==> config.mk <==
export PLATFORM = sky130hd
export DESIGN_NAME = pwm_match_interrupt_logic
export DESIGN_NICKNAME = d
export VERILOG_FILES = /design/src/rtl/pwm_irq_pkg.sv /design/src/rtl/pwm_match_interrupt_logic.sv /design/src/rtl/sticky_flag.sv
export VERILOG_INCLUDE_DIRS = /design/src /design/src/rtl
export SDC_FILE = /design/constraint.sdc
export NUM_CORES = 1
export LEC_CHECK = 0
export ABC_AREA = 1
export BUFFER_PORTS_ARGS = -buffer_cell sky130_fd_sc_hd__buf_2
export CELL_PAD_IN_SITES_DETAIL_PLACEMENT = 2
export CELL_PAD_IN_SITES_GLOBAL_PLACEMENT = 2
export CORE_AREA = 10 10 75 109
export CTS_BUF_LIST = sky130_fd_sc_hd__clkbuf_4 sky130_fd_sc_hd__clkbuf_8
export CTS_CLUSTER_DIAMETER = 80
export CTS_CLUSTER_SIZE = 40
export DETAILED_ROUTE_END_ITERATION = 10
export DIE_AREA = 0 0 85 119
export PLACE_DENSITY = 0.8
export SETUP_SLACK_MARGIN = 0.2
export SYNTH_ARGS = -nofsm -noshare
export SYNTH_HDL_FRONTEND = slang
export SYNTH_SLANG_ARGS = --single-unit
==> constraint.sdc <==
create_clock -name pclk -period 1.4 [get_ports pclk]
set_clock_uncertainty 0.2 [all_clocks]
set_input_delay 0.14 -clock pclk [delete_from_list [all_inputs] [get_ports pclk]]
set_output_delay 0.14 -clock pclk [all_outputs]
set_load 0.005 [all_outputs]
==> src/rtl/pwm_irq_cfg.svh <==
/*
 * constants of the pwm match interrupt block: register offsets,
 * field positions and reset values.
 * assumes byte addressing on a 32-bit apb bus, one register per word.
 */
`ifndef PWM_IRQ_CFG_SVH
`define PWM_IRQ_CFG_SVH

`define PWM_ADDR_W        12
`define PWM_DATA_W        32
`define PWM_REG_W         8
`define PWM_FLAG_N        4
`define PWM_OFF_ENABLE    12'h000
`define PWM_OFF_FLAGS     12'h004
`define PWM_OFF_CTRL      12'h008
`define PWM_BIT_PERIOD    0
`define PWM_BIT_DUTY      1
`define PWM_BIT_PHASE     2
`define PWM_BIT_OFFSET    3
`define PWM_BIT_MODULE_EN 7
`define PWM_RST_REG       8'h00
`define PWM_RST_FLAGS     4'h0
`define PWM_RST_WORD      32'h0000_0000

`endif

==> src/rtl/pwm_irq_pkg.sv <==
/*
 * types of the pwm match interrupt block.
 * assumes pwm_irq_cfg.svh for widths.
 */
`include "pwm_irq_cfg.svh"

package pwm_irq_pkg;

	// one bit per match source, in flag register order
	typedef struct packed {
		logic offset;
		logic phase;
		logic duty;
		logic period;
	} match_bits_s;

	typedef logic [`PWM_REG_W-1:0] reg_byte_t;

endpackage

==> src/rtl/pwm_match_interrupt_logic.sv <==
/*
 * interrupt enable and flag logic of one pwm channel, apb slave.
 * assumes match strobes are one-cycle pulses from the pwm core on pclk.
 */
`timescale 1ns/1ps
`default_nettype none
`include "pwm_irq_cfg.svh"

module pwm_match_interrupt_logic (
	input  wire logic                     pclk,
	input  wire logic                     presetn,
	input  wire logic                     psel,
	input  wire logic                     penable,
	input  wire logic                     pwrite,
	input  wire logic [`PWM_ADDR_W-1:0]   paddr,
	input  wire logic [`PWM_DATA_W-1:0]   pwdata,
	input  wire logic [3:0]               pstrb,
	output var  logic [`PWM_DATA_W-1:0]   prdata,
	output var  logic                     pready,
	output var  logic                     pslverr,
	input  wire pwm_irq_pkg::match_bits_s match_event,
	output var  logic                     module_enable,
	output var  pwm_irq_pkg::match_bits_s match_flags,
	output var  logic                     irq
);

	import pwm_irq_pkg::*;

	////////////////////////////////////////////////////////////////////////////
	// bus decode

	logic        access;
	logic        setup;
	logic        hit_enable;
	logic        hit_flags;
	logic        hit_ctrl;
	logic        mapped;
	logic        wr_lane0;
	match_bits_s irq_enable;
	match_bits_s flag_write;

	assign setup      = psel & ~penable;
	assign access     = psel & penable;
	assign hit_enable = (paddr == `PWM_OFF_ENABLE);
	assign hit_flags  = (paddr == `PWM_OFF_FLAGS);
	assign hit_ctrl   = (paddr == `PWM_OFF_CTRL);
	assign mapped     = hit_enable | hit_flags | hit_ctrl;
	assign wr_lane0   = access & pwrite & pstrb[0] & mapped;

	assign pready  = 1'b1;
	assign pslverr = access & ~mapped;

	////////////////////////////////////////////////////////////////////////////
	// enable and control registers

	match_bits_s next_irq_enable;
	logic        next_module_enable;

	always_comb begin
		next_irq_enable    = irq_enable;
		next_module_enable = module_enable;
		if (wr_lane0 && hit_enable) begin
			next_irq_enable = match_bits_s'(pwdata[`PWM_FLAG_N-1:0]);
		end
		if (wr_lane0 && hit_ctrl) begin
			next_module_enable = pwdata[`PWM_BIT_MODULE_EN];
		end
	end

	always_ff @(posedge pclk or negedge presetn) begin
		if (!presetn) begin
			irq_enable    <= match_bits_s'(`PWM_RST_FLAGS);
			module_enable <= 1'b0;
		end else begin
			irq_enable    <= next_irq_enable;
			module_enable <= next_module_enable;
		end
	end

	////////////////////////////////////////////////////////////////////////////
	// sticky flags

	logic                  flag_wr_en;
	logic [`PWM_FLAG_N-1:0] flag_vec;
	logic [`PWM_FLAG_N-1:0] event_vec;
	logic [`PWM_FLAG_N-1:0] write_vec;

	assign flag_wr_en  = wr_lane0 & hit_flags;
	assign flag_write  = match_bits_s'(pwdata[`PWM_FLAG_N-1:0]);
	assign event_vec   = match_event;
	assign write_vec   = flag_write;
	assign match_flags = match_bits_s'(flag_vec);

	genvar gi;
	generate
		for (gi = 0; gi < `PWM_FLAG_N; gi++) begin : g_flag
			sticky_flag u_flag (
				.pclk        (pclk),
				.presetn     (presetn),
				.hold_clear  (~module_enable),
				.set_event   (event_vec[gi]),
				.write_en    (flag_wr_en),
				.write_value (write_vec[gi]),
				.flag        (flag_vec[gi])
			);
		end
	endgenerate

	////////////////////////////////////////////////////////////////////////////
	// interrupt request

	assign irq = (match_flags.offset & irq_enable.offset)
		| (match_flags.phase  & irq_enable.phase)
		| (match_flags.duty   & irq_enable.duty)
		| (match_flags.period & irq_enable.period);

	////////////////////////////////////////////////////////////////////////////
	// read data, captured in the setup cycle

	logic [`PWM_DATA_W-1:0] next_prdata;

	always_comb begin
		next_prdata = prdata;
		if (setup && !pwrite) begin
			next_prdata = `PWM_RST_WORD;
			if (hit_enable) begin
				next_prdata[`PWM_FLAG_N-1:0] = irq_enable;
			end else if (hit_flags) begin
				next_prdata[`PWM_FLAG_N-1:0] = match_flags;
			end else if (hit_ctrl) begin
				next_prdata[`PWM_BIT_MODULE_EN] = module_enable;
			end
		end
	end

	always_ff @(posedge pclk or negedge presetn) begin
		if (!presetn) begin
			prdata <= `PWM_RST_WORD;
		end else begin
			prdata <= next_prdata;
		end
	end

	////////////////////////////////////////////////////////////////////////////
	// checks

	phase_gate_a: assert property (@(posedge pclk) disable iff (!presetn)
		(irq_enable.phase && match_flags.phase) |-> irq)
		else $error("phase flag enabled but no irq");

	duty_gate_a: assert property (@(posedge pclk) disable iff (!presetn)
		(irq_enable.duty && match_flags.duty) |-> irq)
		else $error("duty flag enabled but no irq");

	period_gate_a: assert property (@(posedge pclk) disable iff (!presetn)
		(irq_enable.period && match_flags.period) |-> irq)
		else $error("period flag enabled but no irq");

	offset_gate_a: assert property (@(posedge pclk) disable iff (!presetn)
		(irq_enable.offset && match_flags.offset) |-> irq)
		else $error("offset flag enabled but no irq");

	irq_quiet_a: assert property (@(posedge pclk) disable iff (!presetn)
		((match_flags & irq_enable) == `PWM_RST_FLAGS) |-> !irq)
		else $error("irq without enabled flag");

	offset_set_a: assert property (@(posedge pclk) disable iff (!presetn)
		(module_enable && match_event.offset) |=> match_flags.offset)
		else $error("offset match did not set flag");

	phase_set_a: assert property (@(posedge pclk) disable iff (!presetn)
		(module_enable && match_event.phase) |=> match_flags.phase)
		else $error("phase match did not set flag");

	duty_set_a: assert property (@(posedge pclk) disable iff (!presetn)
		(module_enable && match_event.duty) |=> match_flags.duty)
		else $error("duty match did not set flag");

	period_set_a: assert property (@(posedge pclk) disable iff (!presetn)
		(module_enable && match_event.period) |=> match_flags.period)
		else $error("period match did not set flag");

	flag_hold_a: assert property (@(posedge pclk) disable iff (!presetn)
		(module_enable && !flag_wr_en && match_flags.period)
		##1 (module_enable && !flag_wr_en) |-> match_flags.period)
		else $error("period flag lost without clear");

	flag_write_a: assert property (@(posedge pclk) disable iff (!presetn)
		(module_enable && flag_wr_en && match_event == `PWM_RST_FLAGS)
		|=> (match_flags == $past(flag_write)))
		else $error("flag write not stored");

	disabled_clear_a: assert property (@(posedge pclk) disable iff (!presetn)
		(!module_enable) |=> (match_flags == `PWM_RST_FLAGS))
		else $error("flags not clear while disabled");

	high_bits_a: assert property (@(posedge pclk) disable iff (!presetn)
		(access && !pwrite && (hit_enable || hit_flags))
		|-> (prdata[`PWM_DATA_W-1:`PWM_FLAG_N] == '0))
		else $error("unimplemented bits read nonzero");

	reset_zero_a: assert property (@(posedge pclk) disable iff (!presetn)
		$rose(presetn) |-> (irq_enable == `PWM_RST_FLAGS
			&& match_flags == `PWM_RST_FLAGS && !module_enable))
		else $error("registers not zero after reset");

	module_en_a: assert property (@(posedge pclk) disable iff (!presetn)
		(wr_lane0 && hit_ctrl) |=> (module_enable == $past(pwdata[`PWM_BIT_MODULE_EN])))
		else $error("module enable write not taken");

	offset_clear_a: assert property (@(posedge pclk) disable iff (!presetn)
		(module_enable && flag_wr_en && !match_event.offset && !flag_write.offset) |=> !match_flags.offset)
		else $error("offset flag not cleared by write");

	phase_clear_a: assert property (@(posedge pclk) disable iff (!presetn)
		(module_enable && flag_wr_en && !match_event.phase && !flag_write.phase) |=> !match_flags.phase)
		else $error("phase flag not cleared by write");

	duty_clear_a: assert property (@(posedge pclk) disable iff (!presetn)
		(module_enable && flag_wr_en && !match_event.duty && !flag_write.duty) |=> !match_flags.duty)
		else $error("duty flag not cleared by write");

	period_clear_a: assert property (@(posedge pclk) disable iff (!presetn)
		(module_enable && flag_wr_en && !match_event.period && !flag_write.period) |=> !match_flags.period)
		else $error("period flag not cleared by write");

	offset_force_a: assert property (@(posedge pclk) disable iff (!presetn)
		(module_enable && flag_wr_en && flag_write.offset) |=> match_flags.offset)
		else $error("offset flag not set by write");

	phase_force_a: assert property (@(posedge pclk) disable iff (!presetn)
		(module_enable && flag_wr_en && flag_write.phase) |=> match_flags.phase)
		else $error("phase flag not set by write");

	duty_force_a: assert property (@(posedge pclk) disable iff (!presetn)
		(module_enable && flag_wr_en && flag_write.duty) |=> match_flags.duty)
		else $error("duty flag not set by write");

	period_force_a: assert property (@(posedge pclk) disable iff (!presetn)
		(module_enable && flag_wr_en && flag_write.period) |=> match_flags.period)
		else $error("period flag not set by write");

	offset_wins_a: assert property (@(posedge pclk) disable iff (!presetn)
		(module_enable && match_event.offset && flag_wr_en) |=> match_flags.offset)
		else $error("offset event lost to write");

	phase_wins_a: assert property (@(posedge pclk) disable iff (!presetn)
		(module_enable && match_event.phase && flag_wr_en) |=> match_flags.phase)
		else $error("phase event lost to write");

	duty_wins_a: assert property (@(posedge pclk) disable iff (!presetn)
		(module_enable && match_event.duty && flag_wr_en) |=> match_flags.duty)
		else $error("duty event lost to write");

	period_wins_a: assert property (@(posedge pclk) disable iff (!presetn)
		(module_enable && match_event.period && flag_wr_en) |=> match_flags.period)
		else $error("period event lost to write");

	offset_ignored_a: assert property (@(posedge pclk) disable iff (!presetn)
		(!module_enable && match_event.offset) |=> !match_flags.offset)
		else $error("offset event taken while disabled");

	phase_ignored_a: assert property (@(posedge pclk) disable iff (!presetn)
		(!module_enable && match_event.phase) |=> !match_flags.phase)
		else $error("phase event taken while disabled");

	duty_ignored_a: assert property (@(posedge pclk) disable iff (!presetn)
		(!module_enable && match_event.duty) |=> !match_flags.duty)
		else $error("duty event taken while disabled");

	period_ignored_a: assert property (@(posedge pclk) disable iff (!presetn)
		(!module_enable && match_event.period) |=> !match_flags.period)
		else $error("period event taken while disabled");

	offset_hold_a: assert property (@(posedge pclk) disable iff (!presetn)
		(module_enable && !flag_wr_en && match_flags.offset) ##1 (module_enable && !flag_wr_en) |-> match_flags.offset)
		else $error("offset flag lost without clear");

	phase_hold_a: assert property (@(posedge pclk) disable iff (!presetn)
		(module_enable && !flag_wr_en && match_flags.phase) ##1 (module_enable && !flag_wr_en) |-> match_flags.phase)
		else $error("phase flag lost without clear");

	duty_hold_a: assert property (@(posedge pclk) disable iff (!presetn)
		(module_enable && !flag_wr_en && match_flags.duty) ##1 (module_enable && !flag_wr_en) |-> match_flags.duty)
		else $error("duty flag lost without clear");

	ready_high_a: assert property (@(posedge pclk) disable iff (!presetn)
		access |-> pready)
		else $error("access without ready");

	err_unmapped_a: assert property (@(posedge pclk) disable iff (!presetn)
		(access && !mapped) |-> pslverr)
		else $error("unmapped access without error");

	err_mapped_a: assert property (@(posedge pclk) disable iff (!presetn)
		(access && mapped) |-> !pslverr)
		else $error("mapped access flagged as error");

	rd_enable_a: assert property (@(posedge pclk) disable iff (!presetn)
		(setup && !pwrite && hit_enable) |=> (prdata[`PWM_FLAG_N-1:0] == $past(irq_enable)))
		else $error("enable read data wrong");

	rd_flags_a: assert property (@(posedge pclk) disable iff (!presetn)
		(setup && !pwrite && hit_flags) |=> (prdata[`PWM_FLAG_N-1:0] == $past(match_flags)))
		else $error("flag read data wrong");

	rd_ctrl_a: assert property (@(posedge pclk) disable iff (!presetn)
		(setup && !pwrite && hit_ctrl) |=> (prdata[`PWM_BIT_MODULE_EN] == $past(module_enable)))
		else $error("control read data wrong");

	rd_unmapped_a: assert property (@(posedge pclk) disable iff (!presetn)
		(setup && !pwrite && !mapped) |=> (prdata == `PWM_RST_WORD))
		else $error("unmapped read data nonzero");

	en_write_a: assert property (@(posedge pclk) disable iff (!presetn)
		(wr_lane0 && hit_enable) |=> (irq_enable == $past(flag_write)))
		else $error("enable write not stored");

	en_hold_a: assert property (@(posedge pclk) disable iff (!presetn)
		!(wr_lane0 && hit_enable) |=> $stable(irq_enable))
		else $error("enable changed without write");

	strobe_low_a: assert property (@(posedge pclk) disable iff (!presetn)
		(access && pwrite && !pstrb[0]) |=> ($stable(irq_enable) && $stable(module_enable)))
		else $error("write without lane strobe taken");

	ctrl_hold_a: assert property (@(posedge pclk) disable iff (!presetn)
		!(wr_lane0 && hit_ctrl) |=> $stable(module_enable))
		else $error("module enable changed without write");

	disabled_wr_a: assert property (@(posedge pclk) disable iff (!presetn)
		(!module_enable && flag_wr_en) |=> (match_flags == `PWM_RST_FLAGS))
		else $error("flag write taken while disabled");

	irq_off_a: assert property (@(posedge pclk) disable iff (!presetn)
		(irq_enable == `PWM_RST_FLAGS) |-> !irq)
		else $error("irq with all enables off");

	irq_flagless_a: assert property (@(posedge pclk) disable iff (!presetn)
		(match_flags == `PWM_RST_FLAGS) |-> !irq)
		else $error("irq with no flag set");

	unmapped_nowr_a: assert property (@(posedge pclk) disable iff (!presetn)
		(access && pwrite && !mapped) |=> ($stable(irq_enable) && $stable(module_enable)))
		else $error("unmapped write changed a register");

endmodule

`default_nettype wire

==> src/rtl/sticky_flag.sv <==
/*
 * one sticky interrupt flag: hardware set, software write, forced clear.
 * assumes set and write come from logic on the same clock.
 */
`timescale 1ns/1ps
`default_nettype none
`include "pwm_irq_cfg.svh"

module sticky_flag (
	input  wire logic pclk,
	input  wire logic presetn,
	input  wire logic hold_clear,
	input  wire logic set_event,
	input  wire logic write_en,
	input  wire logic write_value,
	output var  logic flag
);

	logic next_flag;

	always_comb begin
		next_flag = flag;
		if (hold_clear) begin
			next_flag = 1'b0;
		end else if (set_event) begin
			next_flag = 1'b1;
		end else if (write_en) begin
			next_flag = write_value;
		end
	end

	always_ff @(posedge pclk or negedge presetn) begin
		if (!presetn) begin
			flag <= 1'b0;
		end else begin
			flag <= next_flag;
		end
	end

endmodule

`default_nettype wire

==> metrics.md, run 1 <==
| Metric | Value |
|---|---|
| Status | finished, final reports clean |
| Post-layout util | between 20 and 30% |
| Dpl ws | 55.0 ps |
| Most frequent cells in the layout | nand2_1, conb_1, buf_2 |
| Final WS setup | between 0.4 and 0.5 ps |
| Syn_area_per_cell | roughly 7.3 µm² |
| CTS clock-pin slew for the worst setup and hold paths | 60 ps |
| Worst path arrival time | approximately 1100 ps |
| Seq cells post-synth | 14 |
| CTS Buffer Depth | 2 |
| Worst Hold Launch | pwrite |
| Overflow after GRT | 0 |
| Share of cells above drive strength 1 | 47.4% |
| Die area | between 10000 and 15000 µm² |
| Post-DP HPWL | just under 3000 µm |
| Setup crit start | irq_enable[2]$_DFFE_PN0P_ |
| Area of the multi-input gates | around 700 µm² |
| Hold Path Depth | 4 |
| CTS Root Buffer Type | clkbuf_8 |
| Endpoints failing setup | 0 |
| Post-synthesis cell count | ~160 |
| WP buf/inv | 1 |
| Slowest CP cell | dfrtp_1 |
| Pre-antenna DRT Iters | 3 |
| Register area share after synthesis | between 30% and 40% |
| Pwr dens | 557 nW/µm² |
| Fmax | slightly above 700 MHz |
| Starting density of the core | 18.2% |
| Critical path's largest stage delay | 410 ps |
| Die height | 119 µm |
| Maxcap violations | 0 |
| Chip Width | 85 µm |
| Area of the core | 6350 µm² |
| Crit Path Class | register to primary output |
| Routed vias | roughly 1200 |
| Post-synth cell types | 18 |
| Hold Violations, Final | 0 |
| Placed Cells | 267 |
| Syn. warnings | 0 |
| RR Startpoint | irq_enable[2]$_DFFE_PN0P_ |
| ANT nets after route | 0 |
| 1st-iter DRT viols | between 40 and 50 |
| PortBufs | 38 |
| Commonest non-fill, non-tap cell in the layout | nand2_1 |
| Max FO, Critical Path | 2 |
| Cell Count, Final, Fillers Out | just over 300 |
| Row Count | 36 |
| Design Area, Final | around 1800 µm² |
| Area after DPL | ~1300 µm² |
| VDD IR max | approximately 250 µV |
| Initial antenna violation count | 0 |
| Num CTS Buffers | 3 |
| DR WL/cell | ~15 µm |
| Synth-to-layout area growth | 57.8% |
| Post-Synthesis Cell Area | approximately 1200 µm² |
| Clock Latency Late Sink | roughly 260 ps |
| CTS H-Tree Depth | 1 |
| Critical Path Sink Type | primary output |
| WL final | 4490 µm |
| Critical path required time | between 1000 and 1500 ps |
| Unrepaired setup endpoints after global routing | true |
| Cell Chain, Critical Path | nand2_2 -> nand4_1 -> buf_2 |
| GRT Overall Usage | around 8% |
| R2r setup slk | roughly 160 ps |
| Diodes inserted | 0 |
| Number of global-route vias before repair | roughly 1400 |
| Clk sink count | 14 |
| Fill cells | 765 |
| Minimum clock period | between 1000 and 1500 ps |
| I/O Pins | between 90 and 100 |
| CP delay by family, top | flip-flops |
| Drt drc | 0 |
| Hold path endpoint | prdata[3]$_DFFE_PN0P_ |
| FF/Latch Area | 352 µm² |
| Vias per inst | ~3.9 |
| Placer Congestion | approximately 0.69 |
| Net count, final | 286 |
| First-pass GRT wire length | 6670 µm |
| Reg2reg end | prdata[2]$_DFFE_PN0P_ |
| CTS tree | done |
| Tcrit/Tclk final | between 90% and 100% |
| Worst r2r path cells | 6 |
| Largest net degree at the start of global routing | 15 |
| LEAKAGE | between 0.9 and 1 nW |
| Fin. max-slew vios | 0 |
| Worst Hold Class | input port to register |
| CP Launch Type | register |
==> metrics by stage <==
step                      hold slack, ps  power [mW]  TNS (ps)
after floorplan                     -356       0.527         0
after global placement              -150       0.532         0
after detailed placement            -147       0.536         0
after CTS                          -8.45        1.00         0
after global routing                23.4        1.06     -46.3
final                               2.71        1.01         0
==> area by class of cell <==
class / count / area share (%)
Sequential cell: 14 / 19.3
Tap cell: 76 / 5.22
Clock buffer: 4 / 3.02
Inverter: 14 / 3.16
Multi-Input combinational cell: 124 / 38.6
Timing Repair Buffer: 72 / 30.7
==> how the worst max path moves through the flow <==
| stage | end | slack [ps] | cells after the start |
|---|---|---|---|
| CTS | irq | 20 | 3 |
| detailed placement | pslverr | 50 | 8 |
| floorplan | g_flag[0].u_flag.flag$_DFFE_PN0P_ | 330 | 5 |
| finish | irq | 0.5 | 3 |
| global route | irq | -50 | 3 |
| global placement | pslverr | 90 | 8 |
==> sequential cells by signal, indices dropped and copies added (netlist names) <==
signal / flops
irq_enable: 4
g_flag.u_flag.flag: 4
prdata: 5
module_enable: 1
==> cell families (layout without fill, tap and decap cells) <==
| group | after synthesis | count (layout) | share of synthesized area (%) |
|---|---|---|---|
| flops | 14 | 14 | 30.4 |
| compound gates | 6 | 6 | 2.60 |
| other cells | 2 | 28 | 0.651 |
| simple gates | 90 | 90 | 41.0 |
| buf+inv | 46 | 90 | 25.4 |
==> metal layers <==
layer	up-vias	part of all wire [%]	global-route usage, %	routed length [µm]
met3	5	5.9	2.32	264
met4	0	1.4	3.41	62
met5	-	0	0	0
met2	47	58	14.9	2580
li1	565	-	-	-
met1	555	35	7.91	1580
==> worst reg2reg max path, delay by kind of cell (launching register included) <==
family / cells / cell delay (ps)
simple gates: 4 / 250
buf+inv: 2 / 260
flops: 1 / 410
==> report_power, final <==
group          leakage, nW  switching (mW)  total, mW  internal [mW]
Clock               0.0288           0.173      0.423          0.250
Combinational        0.770           0.102      0.186         0.0838
Sequential           0.194        0.000155      0.405          0.405
Total                0.993           0.276       1.01          0.739
==> repair_timing <==
item                                    CTS  global route
gates resized for setup                  13            34
pin swaps                                15            14
hold endpoints to repair                 25             0
endpoints found under the setup margin    6            17
setup buffers                            19             4
hold buffers                             10             0
==> cells in the mapped netlist <==
library cell  instances  area, µm²
buf_4                32        240
conb_1                2       7.51
dfrtp_1              14        350
inv_1                11       41.3
inv_2                 3       11.3
nand2_1              44        165
nand2_2               3       18.8
nand2_4               1       11.3
nand3_1              14       70.1
nand3_4               2       35.0
nand4_1               1       6.26
nor2_1               13       48.8
nor2_2                5       31.3
nor2_4                4       45.0
nor2_8                1       20.0
nor3_1                1       5.00
nor3_4                1       16.3
o21ai_1               6       30.0
Note: power is estimated with default switching activity, not from simulation.
==> run 2: changes to the inputs <==
ABC_AREA = 0   (was 1)
CORE_AREA = 10 10 72 104   (was 10 10 75 109)
DIE_AREA = 0 0 82 114   (was 0 0 85 119)
PLACE_DENSITY = 0.78   (was 0.8)
==> metrics.md, run 2 <==
| Metric | Value |
|---|---|
| Dominant cell type by area after synthesis | dfrtp_1 |
| Cell Count, Final, Fillers Out | 234 |
| Synth-to-layout area growth | 55.3% |
| Status | finished, violations left |
| Post-DP HPWL | roughly 2700 µm |
| Post-synth cell types | 27 |
| Synth top area share | about 34% |
| GRT Overall Usage | between 7 and 8% |
| Worst Hold Launch | match_event[3] |
| Largest net degree at the start of global routing | 15 |
| Worst r2r path cells | 4 |
| I/O Pins | between 90 and 100 |
| Reg2reg end | prdata[0]$_DFFE_PN0P_ |
| Number of global-route vias before repair | around 1100 |
| CTS H-Tree Depth | 1 |
| ANT nets after route | 0 |
| Drt drc | 0 |
| Violated checks | negative setup slack |
| Num CTS Buffers | 3 |
| Tcrit/Tclk final | 126% |
| Fin. max-slew vios | 0 |
| Die area | between 9000 and 10000 µm² |
| Row Count | 34 |
| Area of the multi-input gates | approximately 620 µm² |
| PortBufs | 38 |
| Hold_ws | approximately 1.7 ps |
| Unrepaired setup endpoints after global routing | true |
| Worst path arrival time | around 1700 ps |
| Syn_area_per_cell | 10.0 µm² |
| Pre-antenna DRT Iters | 2 |
| CTS Root Buffer Type | clkbuf_8 |
| Endpoints failing setup | 15 |
| Critical Path Sink Type | register |
| Starting density of the core | a little under a fifth |
| Post-Synthesis Cell Area | 1030 µm² |
| Commonest non-fill, non-tap cell in the layout | buf_2 |
| CTS Buffer Depth | 2 |
| VDD IR max | roughly 250 µV |
| Synth top area cells | dfrtp_1, buf_4, mux2i_1 |
| Initial antenna violation count | 0 |
| Synth async-reset ratio | 100% |
| WL final | between 3000 and 4000 µm |
| Seq cells post-synth | 14 |
| Max FO, Critical Path | 4 |
| Max reg flops | 5 |
| Final WS setup | -367 ps |
| Diodes inserted | 0 |
| FF/Latch Area | 350 µm² |
| Register area share after synthesis | between 30% and 40% |
| Routed vias | 941 |
| Vias per inst | about 4.0 |
| Most numerous cell in the Yosys netlist | buf_4 |
| Worst Hold Class | input port to register |
| CTS clock-pin slew for the worst setup and hold paths | around 60 ps |
| Critical path required time | ~1300 ps |
| Chip Width | ~82 µm |
| Most frequent cells in the layout | buf_2, conb_1, buf_6 |
| Post-synthesis cell count | about 100 |
| Fmax | 566 MHz |
| Die height | around 110 µm |
| Minimum clock period | around 1800 ps |
| Clk sink count | 14 |
| LEAKAGE | 0.808 nW |
| Maxcap violations | 0 |
| First-pass GRT wire length | 5620 µm |
| Fill cells | ~660 |
| Net count, final | 220 |
| CP Launch Type | input port |
| Placed Cells | about 210 |
| Overflow after GRT | 0 |
| Hold Path Depth | 3 |
| Post-synth top flop | dfrtp_1 |
| Biggest regs | prdata x5, g_flag.u_flag.flag x4, irq_enable x4 |
| Largest Register | prdata |
| Post-synth EDFFs | 0 |
| CTS tree | done |
| Area of the core | roughly 5700 µm² |
| Pwr dens | about 600 nW/µm² |
| Hold path endpoint | g_flag[3].u_flag.flag$_DFFE_PN0P_ |
| DR WL/cell | roughly 17 µm |
| Crit Path Class | input port to register |
| Placer Congestion | between 0.7 and 0.8 |
| Share of cells above drive strength 1 | a little over half |
| R2r setup slk | ~70 ps |
| Clock Latency Late Sink | 250 ps |
| Commonest cells in the netlist | buf_4, dfrtp_1, mux2i_1, o21ai_0, nand2_1 |
| RR Startpoint | g_flag[0].u_flag.flag$_DFFE_PN0P_ |
| Syn. warnings | 0 |
| 1st-iter DRT viols | 18 |
| Hold Violations, Final | 0 |
-- run 2: where the power goes --
group          total, mW  switching [mW]  internal (mW)  leakage, nW
Combinational      0.157          0.0794         0.0775        0.583
Clock              0.405           0.155          0.250       0.0288
Sequential         0.405        0.000172          0.405        0.196
-- run 2: worst max-delay path by stage --
stage | from | endpoint | slack (ps)
after global placement | paddr[3] | irq_enable[3]$_DFFE_PN0P_ | -610
after detailed placement | paddr[9] | prdata[0]$_DFFE_PN0P_ | -640
after floorplan | paddr[9] | irq_enable[0]$_DFFE_PN0P_ | -570
final | paddr[9] | irq_enable[2]$_DFFE_PN0P_ | -370
after global routing | paddr[9] | prdata[3]$_DFFE_PN0P_ | -380
after CTS | paddr[10] | irq_enable[2]$_DFFE_PN0P_ | -350
-- run 2: metal layers --
| metal | GRT usage (%) | share of wire [%] | routed length, µm | up-vias |
|---|---|---|---|---|
| met1 | 7.60 | 36 | 1400 | 461 |
| met5 | 0 | 0 | 0 | - |
| met4 | 3.19 | 1.2 | 46 | 0 |
| met3 | 2.60 | 8.6 | 334 | 5 |
| met2 | 14.2 | 54 | 2100 | 48 |
| li1 | - | - | - | 427 |
-- run 2: cell families after synthesis --
family	count (synthesis)	synth area share, %
muxes	13	14.7
AOI/OAI and AO/OA	16	9.58
and+or+nand+nor	22	15.5
buffers and inverters	36	25.6
DFF	14	33.9
other	2	0.728
-- run 2: worst max-delay path: stages --
cell and delay [ps]:
buf_6 90, or4_4 530, or4_4 610, mux2_4 330
-- run 2: through the flow --
step                      setup TNS, ps  area [µm²]  total power [mW]  util (%)  worst slack [ps]
final                             -4410        1600             0.967      28.1              -367
after global routing              -4910        1600              1.01      28.1              -384
after CTS                         -3870        1510             0.956      26.4              -350
after detailed placement          -8410        1230             0.526      21.6              -638
after global placement            -8160        1230             0.522      21.6              -614
after floorplan                   -4910        1140             0.512         -              -568
-- run 2: timing repair --
item	in CTS	in global routing
setup endpoints to repair	17	20
resized for setup	22	12
pin swaps	12	7
setup buffers	6	4
hold buffers	6	0
endpoints found under the hold margin	19	0
-- run 2: final cells by class --
class	instances	area share [%]
Multi-Input combinational cell	79	38.6
Timing Repair Buffer	65	30.4
Sequential cell	14	21.9
Tap cell	72	5.62
Clock buffer	4	3.43
